## config.mk

```make
export PLATFORM = sky130hd
export DESIGN_NAME = sdma_ctrl
export DESIGN_NICKNAME = d
export VERILOG_FILES = /design/src/core/sdma_pkg.sv /design/src/core/sdma_ctrl.sv
export SDC_FILE = /design/constraint.sdc
export NUM_CORES = 1
export LEC_CHECK = 0
export BUFFER_PORTS_ARGS = -buffer_cell sky130_fd_sc_hd__buf_4
export CORE_UTILIZATION = 31
export DETAILED_ROUTE_END_ITERATION = 7
export HOLD_SLACK_MARGIN = 0.15
export PLACE_DENSITY = 0.67
export SYNTH_ARGS = -nofsm -noshare
export SYNTH_HDL_FRONTEND = slang
export SYNTH_SLANG_ARGS = --single-unit
```

## constraint.sdc

```tcl
create_clock -name clk_i -period 2.4 [get_ports clk_i]
set_clock_uncertainty 0.2 [all_clocks]
set_input_delay 0.36 -clock clk_i [delete_from_list [all_inputs] [get_ports clk_i]]
set_output_delay 0.36 -clock clk_i [all_outputs]
set_load 0.01 [all_outputs]
```

## src/core/sdma_pkg.sv

```systemverilog
// Purpose: constants and carriers for the serial DMA control and status.
// Assumes: one system clock; byte addresses on the register bus.
// Notes:   index 0 is serial controller 1, index 1 is serial controller 2.
package sdma_pkg;

    // ************************************************************
    // register map
    // ************************************************************
    localparam int unsigned  NUM_INST         = 2;
    localparam logic [31:0]  SER1_STATUS_ADDR = 32'h4000_C82C;
    localparam logic [31:0]  SER1_CTRL_ADDR   = 32'h4000_C830;
    localparam logic [31:0]  SER2_STATUS_ADDR = 32'h4000_C02C;
    localparam logic [31:0]  SER2_CTRL_ADDR   = 32'h4000_C030;
    localparam logic [31:0]  CTRL_RESET_VAL   = 32'h0000_0000;
    localparam logic [31:0]  STATUS_RESET_VAL = 32'h0000_0000;
    localparam logic [31:0]  UNMAPPED_VAL     = 32'h0000_0000;

    // ************************************************************
    // field positions
    // ************************************************************
    localparam int unsigned  CTRL_TX_RST_BIT  = 5;
    localparam int unsigned  CTRL_RX_RST_BIT  = 4;
    localparam int unsigned  CTRL_TX_LD_LSB   = 2;
    localparam int unsigned  CTRL_RX_LD_LSB   = 0;
    localparam int unsigned  STAT_SSEL_LSB    = 10;
    localparam int unsigned  STAT_FRM_LSB     = 8;
    localparam int unsigned  STAT_PAR_LSB     = 6;
    localparam int unsigned  STAT_OVF_LSB     = 4;
    localparam int unsigned  STAT_TX_ACT_LSB  = 2;
    localparam int unsigned  STAT_RX_ACT_LSB  = 0;

    // ************************************************************
    // count-save codes, buffer select
    // ************************************************************
    localparam logic [2:0]   SSEL_NONE        = 3'h0;
    localparam logic [2:0]   SSEL_ONCE        = 3'h2;
    localparam logic [2:0]   SSEL_MULTI       = 3'h6;
    localparam logic         BUF_A            = 1'b0;
    localparam logic         BUF_B            = 1'b1;

    // events from the transfer engine and serial controller
    typedef struct packed {
        logic [1:0] tx_unload;
        logic [1:0] rx_unload;
        logic       rx_byte;
        logic       rx_frame_err;
        logic       rx_parity_err;
        logic       rx_overrun;
        logic       ssel_deassert;
        logic       spi_slave_mode;
        logic       uart_mode;
    } sdma_evt_type;

    // commands and status toward the transfer engine
    typedef struct packed {
        logic [1:0] tx_active;
        logic [1:0] rx_active;
        logic [1:0] tx_load;
        logic [1:0] rx_load;
        logic       tx_reset;
        logic       rx_reset;
    } sdma_chan_out_type;

endpackage

```

## src/core/sdma_ctrl.sv

```systemverilog
// Purpose: DMA control/status registers for two serial controllers.
// Assumes: Avalon-MM slave, byte addresses, one clock, sync reset.
// Notes:   bit [1] of every buffer pair is buffer B, bit [0] buffer A.
//
// What this block does
// - writing transmit reset resets channel, self-clears
// - writing receive reset resets channel, self-clears
// - transmit load bits 3/2 start buffer B/A
// - receive load bits 1/0 start buffer B/A
// - simultaneous load of both runs A first
// - load bit clears on unload; zero writes ignored
// - load bit reads one while active or pending
// - count-save field 12:10, zero when no deassert
// - single deassert gives 2 for A, 3 for B
// - repeated deassert gives 6/7; never 1,4,5
// - count-save clears on receive load or reset
// - buffer B framing error flag, bit 9
// - buffer A framing error flag, bit 8
// - buffer B parity error flag, bit 7
// - framing/parity flags only instance 0 in UART mode
// - separate control/status per instance, reset zero
// - buffer A parity error flag, bit 6
// - overrun flags bits 5/4 on draining buffer
// - status bits 3/2 show active transmit buffer
// - status bits 1/0 show active receive buffer
//
// The Avalon-MM slave port was chosen for this implementation.
module sdma_ctrl
(
    input  wire logic                            clk_i,
    input  wire logic                            reset_i,
    input  wire logic [31:0]                     address_i,
    input  wire logic                            read_i,
    input  wire logic                            write_i,
    input  wire logic [31:0]                     writedata_i,
    input  wire logic [3:0]                      byteenable_i,
    output logic      [31:0]                     readdata_o,
    output logic                                 waitrequest_o,
    input  wire sdma_pkg::sdma_evt_type [1:0]    evt_i,
    output sdma_pkg::sdma_chan_out_type [1:0]    chan_o
);
    import sdma_pkg::*;

    // ************************************************************
    // state
    // ************************************************************
    typedef struct packed {
        logic [1:0] tx_ld;
        logic       tx_sel;
        logic [1:0] rx_ld;
        logic       rx_sel;
        logic [2:0] ssel;
        logic [1:0] frm;
        logic [1:0] par;
        logic [1:0] ovf;
    } sdma_inst_type;

    typedef struct packed {
        logic                           waitrequest;
        logic [31:0]                    readdata;
        sdma_inst_type [1:0]            inst;
        sdma_chan_out_type [1:0]        chan;
    } sdma_state_type;

    typedef struct packed {
        logic       hit;
        logic       is_ctrl;
        logic       idx;
    } sdma_dec_type;

    sdma_state_type state_reg;
    sdma_state_type state_next;

    // ************************************************************
    // helpers
    // ************************************************************
    function automatic sdma_dec_type decode(input logic [31:0] addr);
        sdma_dec_type d;
        d = '0;
        if (addr == SER1_CTRL_ADDR)
        begin
            d = '{hit: 1'b1, is_ctrl: 1'b1, idx: 1'b0};
        end
        else if (addr == SER1_STATUS_ADDR)
        begin
            d = '{hit: 1'b1, is_ctrl: 1'b0, idx: 1'b0};
        end
        else if (addr == SER2_CTRL_ADDR)
        begin
            d = '{hit: 1'b1, is_ctrl: 1'b1, idx: 1'b1};
        end
        else if (addr == SER2_STATUS_ADDR)
        begin
            d = '{hit: 1'b1, is_ctrl: 1'b0, idx: 1'b1};
        end
        return d;
    endfunction

    // load bits and buffer pointer of one channel for the next cycle
    function automatic logic [2:0] chan_step(
        input logic [1:0] ld,
        input logic       sel,
        input logic [1:0] load,
        input logic [1:0] unload,
        input logic       rst
    );
        logic [1:0] ld_n;
        logic       sel_n;
        ld_n  = ld;
        sel_n = sel;
        if (rst)
        begin
            ld_n  = 2'b00;
            sel_n = BUF_A;
        end
        else if (unload[sel] && ld[sel])
        begin
            ld_n[sel] = 1'b0;
            sel_n     = ~sel;
        end
        ld_n = ld_n | load;
        if (ld_n[sel_n] == 1'b0 || ld_n == 2'b11 && ld == 2'b00)
        begin
            sel_n = ld_n[BUF_A] ? BUF_A : BUF_B;
        end
        return {ld_n, sel_n};
    endfunction

    function automatic logic [31:0] read_word(
        input sdma_dec_type      d,
        input sdma_inst_type     s,
        input sdma_chan_out_type c
    );
        logic [31:0] w;
        w = UNMAPPED_VAL;
        if (d.hit && d.is_ctrl)
        begin
            w[CTRL_TX_LD_LSB +: 2] = s.tx_ld;
            w[CTRL_RX_LD_LSB +: 2] = s.rx_ld;
        end
        else if (d.hit)
        begin
            w[STAT_SSEL_LSB +: 3]   = s.ssel;
            w[STAT_FRM_LSB +: 2]    = s.frm;
            w[STAT_PAR_LSB +: 2]    = s.par;
            w[STAT_OVF_LSB +: 2]    = s.ovf;
            w[STAT_TX_ACT_LSB +: 2] = c.tx_active;
            w[STAT_RX_ACT_LSB +: 2] = c.rx_active;
        end
        return w;
    endfunction

    // ************************************************************
    // next state
    // ************************************************************
    always_comb
    begin
        sdma_dec_type  dec;
        logic          commit;
        logic          wr_ctrl;
        logic [1:0]    ld_tx;
        logic [1:0]    ld_rx;
        logic          rst_tx;
        logic          rst_rx;
        logic [2:0]    tx_r;
        logic [2:0]    rx_r;
        logic          rx_on;
        logic          rx_buf;
        logic          err_ok;
        sdma_inst_type s;
        dec     = decode(address_i);
        commit  = write_i && !state_reg.waitrequest;
        wr_ctrl = 1'b0;
        ld_tx   = 2'b00;
        ld_rx   = 2'b00;
        rst_tx  = 1'b0;
        rst_rx  = 1'b0;
        tx_r    = '0;
        rx_r    = '0;
        rx_on   = 1'b0;
        rx_buf  = BUF_A;
        err_ok  = 1'b0;
        s       = '0;

        state_next             = state_reg;
        state_next.waitrequest = 1'b1;
        state_next.readdata    = '0;
        if ((read_i || write_i) && state_reg.waitrequest)
        begin
            state_next.waitrequest = 1'b0;
            if (read_i)
            begin
                state_next.readdata = read_word(dec,
                    state_reg.inst[dec.idx], state_reg.chan[dec.idx]);
            end
        end

        for (int i = 0; i < NUM_INST; i++)
        begin
            s       = state_reg.inst[i];
            // status writes fall through untouched
            wr_ctrl = commit && dec.hit && dec.is_ctrl
                      && dec.idx == i[0] && byteenable_i[0];
            if (wr_ctrl)
            begin
                ld_tx  = writedata_i[CTRL_TX_LD_LSB +: 2];
                ld_rx  = writedata_i[CTRL_RX_LD_LSB +: 2];
                rst_tx = writedata_i[CTRL_TX_RST_BIT];
                rst_rx = writedata_i[CTRL_RX_RST_BIT];
            end
            else
            begin
                ld_tx  = 2'b00;
                ld_rx  = 2'b00;
                rst_tx = 1'b0;
                rst_rx = 1'b0;
            end

            // events belong to the buffer active before this edge
            rx_buf = s.rx_sel;
            rx_on  = s.rx_ld[s.rx_sel];
            err_ok = (i == 0) && evt_i[i].uart_mode;

            tx_r = chan_step(s.tx_ld, s.tx_sel, ld_tx,
                             evt_i[i].tx_unload, rst_tx);
            rx_r = chan_step(s.rx_ld, s.rx_sel, ld_rx,
                             evt_i[i].rx_unload, rst_rx);

            // count-save; a load clears, a same-cycle deassert wins
            if (rst_rx || ld_rx != 2'b00)
            begin
                s.ssel = SSEL_NONE;
            end
            if (!rst_rx && rx_on && evt_i[i].ssel_deassert
                && evt_i[i].spi_slave_mode)
            begin
                if (s.ssel == SSEL_NONE)
                begin
                    s.ssel = SSEL_ONCE | {2'b00, rx_buf};
                end
                else
                begin
                    s.ssel = SSEL_MULTI | {2'b00, rx_buf};
                end
            end

            // error flags: cleared by own load, set wins
            s.frm = s.frm & ~ld_rx;
            s.par = s.par & ~ld_rx;
            s.ovf = s.ovf & ~ld_rx;
            if (rst_rx)
            begin
                s.frm = 2'b00;
                s.par = 2'b00;
                s.ovf = 2'b00;
            end
            else if (rx_on && evt_i[i].rx_byte)
            begin
                if (err_ok && evt_i[i].rx_frame_err)
                begin
                    s.frm[rx_buf] = 1'b1;
                end
                if (err_ok && evt_i[i].rx_parity_err)
                begin
                    s.par[rx_buf] = 1'b1;
                end
                if (evt_i[i].rx_overrun)
                begin
                    s.ovf[rx_buf] = 1'b1;
                end
            end

            s.tx_ld  = tx_r[2:1];
            s.tx_sel = tx_r[0];
            s.rx_ld  = rx_r[2:1];
            s.rx_sel = rx_r[0];
            state_next.inst[i] = s;

            state_next.chan[i].tx_reset  = rst_tx;
            state_next.chan[i].rx_reset  = rst_rx;
            state_next.chan[i].tx_load   = ld_tx;
            state_next.chan[i].rx_load   = ld_rx;
            state_next.chan[i].tx_active =
                s.tx_ld & (s.tx_sel ? 2'b10 : 2'b01);
            state_next.chan[i].rx_active =
                s.rx_ld & (s.rx_sel ? 2'b10 : 2'b01);
        end
    end

    // ************************************************************
    // registers
    // ************************************************************
    always_ff @(posedge clk_i)
    begin
        if (reset_i)
        begin
            state_reg             <= '0;
            state_reg.waitrequest <= 1'b1;
        end
        else
        begin
            state_reg <= state_next;
        end
    end

    assign readdata_o    = state_reg.readdata;
    assign waitrequest_o = state_reg.waitrequest;
    assign chan_o        = state_reg.chan;

endmodule

```

==> results.txt <==
----------------------------------------------------
[Synth]
  FFs w/ async S/R, synth ... 0
  Count of different cell masters after synthesis ... between 50 and 60
  Proportion of synthesized chip area in sequential cells ... 0.416
  Biggest area contributors in the synthesized netlist ... sky130_fd_sc_hd__dfxtp_1, sky130_fd_sc_hd__buf_4, sky130_fd_sc_hd__nand2_1
  Most frequently used flop master after synthesis ... sky130_fd_sc_hd__dfxtp_1
  Combined area of all synthesized cells ... 3080 sq um
  Dominant cell type by area after synthesis ... sky130_fd_sc_hd__dfxtp_1
  Register bit count reported by yosys ... 64
  Number of warning messages in the yosys log ... 0
  Synth Area per Inst ... 8.68 sq um
  Area fraction of the dominant cell type after synthesis ... 0.416
  Number of synthesized flops with an enable pin ... 0
  Synthesized netlist cell count ... 355

[Detailed routing]
  Detailed Route WL ... ~7500 microns
  TritonRoute pass-1 iters ... 4
  Post-route DRC ... 0
  Ratio of routed vias to standard cells ... around 4.6
  Remaining antenna violation count ... 0
  WL per Instance ... between 10 and 15 microns
  Number of DRC violations after detailed-routing iteration 0 ... roughly 140
  Total vias in the final route ... ~2,700

[Die]
  Number of core rows ... 36
  Initial Util ... 0.318
  Placeable core region ... a little under 10,000 sq um
  Die footprint ... roughly 10,000 sq um
  Die outline height ... ~100 microns
  Top Ports ... about 150
  Horizontal die dimension ... 102 microns

[Timing]
  Max Clk Rate ... about 450 MHz
  Fin. max-slew vios ... 0
  RSZ-0062 raised after global routing ... false
  Final worst path period need ... 2200 ps
  Worst slew pin tran ... 510 ps
  Rel. slew slack ... 0.659
  Number of hold violations in the final report ... 0
  Final total negative setup slack ... 0 ps
  Post-route clock period utilization ... 0.916
  Count of final setup violators ... 0
  Min setup slack post-route ... 202 ps

[Final layout]
  Most frequent cells in the layout ... sky130_fd_sc_hd__buf_4, sky130_fd_sc_hd__dfxtp_1, sky130_fd_sc_hd__nand2_1
  Area of the multi-input gates ... approximately 1400 sq um
  Number of flip-flops under the largest register name ... 30
  Leading cell type in the layout, fill and taps excluded ... sky130_fd_sc_hd__buf_4
  Final core occ ... 0.423
  Number of filler instances in the final layout ... roughly 980
  Sequential Area ... around 1300 sq um
  ANT cells ... 0
  Share of cells above drive strength 1 ... 0.312
  Syn-to-layout area delta ... 32.8%
  Nets ... 538

[Critical path]
  Length in cells of the worst reg-to-reg path ... 5
  Critical path class ... reg -> reg
  Worst reg2reg endpoint ... state_reg[23]
  Peak per-stage delay on the critical path ... approximately 550 ps
  Ordered cell list for the critical path ... mux2_2, and2_1, nand4_1, dlygate4sd3_1, a21oi_1
  Sort of element at the start of the critical path ... flip-flop
  Beginning of the worst register-to-register path ... state_reg[29]
  Worst reg2reg setup slack ... approximately 200 ps
  Required arrival time at the worst endpoint ... approximately 2400 ps
  Kind of end point of the critical path ... flip-flop
  Critical path data arrival time ... around 2200 ps
  Cell with the biggest individual delay on the critical path ... sky130_fd_sc_hd__dlygate4sd3_1
  Highest fanout seen on the critical path ... 11

[Clock tree]
  Worst-Skew Late Latency ... 320 ps
  Level count of the clock H-tree ... 3
  Clock buffers created by TritonCTS ... 9
  Root Buffer Master ... sky130_fd_sc_hd__clkbuf_8
  Setup fix buffers added after clock tree synthesis ... 0
  CTS max path bufs ... 2
  Clock tree from TritonCTS ... built
  # clock sinks ... 64
  Post_cts resized ... 0
  Hold buffers post-CTS ... 15
  Clock-pin transition on the worst setup and hold timing paths ... 70 ps

[Placed design]
  Pre-CTS setup slack ... -20.0 ps
  Number of port buffers ... 95
  RePlAce Congestion ... 0.824
  Detail Placement HPWL ... around 5700 microns

[Power]
  Leakage power total ... 0.00178 uW
  Power density over cell area ... about 570 nW/um^2
  Peak supply drop ... ~0.25 mV
  Total chip power ... 2350 uW

[GRT]
  Wire length of the first global-routing pass ... roughly 12,000 microns
  Maximum number of pins on one net before global-route repair ... 22
  Total GRT Usage ... 0.151
  Total grt overflow ... 0
  Number of global-route vias before repair ... about 2,700
  Initial antenna violation count ... 0

[Worst hold path]
  Hold depth ... 2
  Hold WC Path Type ... in -> reg
  Min-Delay Startpoint ... reset_i
  Hold worst-path end ... chan_o[19]

[Outcome]
  Result of the run ... finished clean

[Flow run]
  Max capacitance violation total ... 0

----------------------------------------------------
-- final cells by class --
class	instances	area share
clock inverters	7	0.0293
multi-input cells	236	0.342
well taps	133	0.0406
clock buffers	9	0.0302
inverters	9	0.00825
flip-flops and latches	64	0.313
repair buffers	124	0.237
-- worst max-delay path, delay by kind of cell, from the launching register on --
kind / cells / cell delay (ps)
compound gates: 1 / 60
buf+inv: 1 / 550
flops: 1 / 540
mux: 1 / 400
simple gates: 2 / 320
-- synthesized netlist by cell type (3+ instances only) --
master,number
sky130_fd_sc_hd__inv_1,9
sky130_fd_sc_hd__buf_4,52
sky130_fd_sc_hd__nand2_1,51
sky130_fd_sc_hd__nand4_1,6
sky130_fd_sc_hd__nor2_1,20
sky130_fd_sc_hd__clkbuf_1,11
sky130_fd_sc_hd__nor2b_1,4
sky130_fd_sc_hd__nand3_1,8
sky130_fd_sc_hd__mux2i_1,9
sky130_fd_sc_hd__dfxtp_1,64
sky130_fd_sc_hd__o22ai_1,5
sky130_fd_sc_hd__and3_1,14
sky130_fd_sc_hd__nor4_4,3
sky130_fd_sc_hd__and2_1,9
sky130_fd_sc_hd__o21a_1,4
sky130_fd_sc_hd__o21ai_0,8
sky130_fd_sc_hd__a21oi_1,35
-- logic make-up (layout without fill, tap and decap cells) --
group / after synthesis / after routing / synth area share
other: 1 / 19 / 0.00122
and+or+nand+nor: 135 / 135 / 0.249
AOI/OAI and AO/OA: 72 / 72 / 0.149
DFF: 64 / 64 / 0.416
buffers and inverters: 73 / 149 / 0.153
muxes: 10 / 10 / 0.0329
-- routing by layer --
metal / global-route usage / routed length, microns
met1: 0.165 / 3110
met2: 0.265 / 3750
met3: 0.0366 / 444
met4: 0.0870 / 228
met5: 0 / 0
-- worst max path at each step --
stage                   from              to  slack [ps]
5_1_grt        state_reg[29]   state_reg[23]         140
3_5_place_dp   address_i[17]       chan_o[7]         -20
2_1_floorplan  address_i[17]       chan_o[7]         230
6_report       state_reg[29]   state_reg[23]         200
4_1_cts        state_reg[29]   state_reg[23]         220
3_3_place_gp   address_i[17]  readdata_o[10]          10
-- per-stage QoR --
| step | area, sq um | hold WS (ps) | instances |
|---|---|---|---|
| final | 4100 | 162 | 582 |
| after global routing | 4100 | 161 | 582 |
| after CTS | 4090 | 151 | 581 |
| after detailed placement | 3690 | 245 | 550 |
| after global placement | 3690 | 247 | 550 |
| after floorplan | 3150 | 227 | 373 |
-- power breakdown --
part           internal, uW  switching [uW]  total (uW)
combinational          97.1            80.3         177
clock                   691             410        1100
sequential             1070            6.42        1070
total                  1850             497        2350
Note: power is estimated with default switching activity, not from simulation.
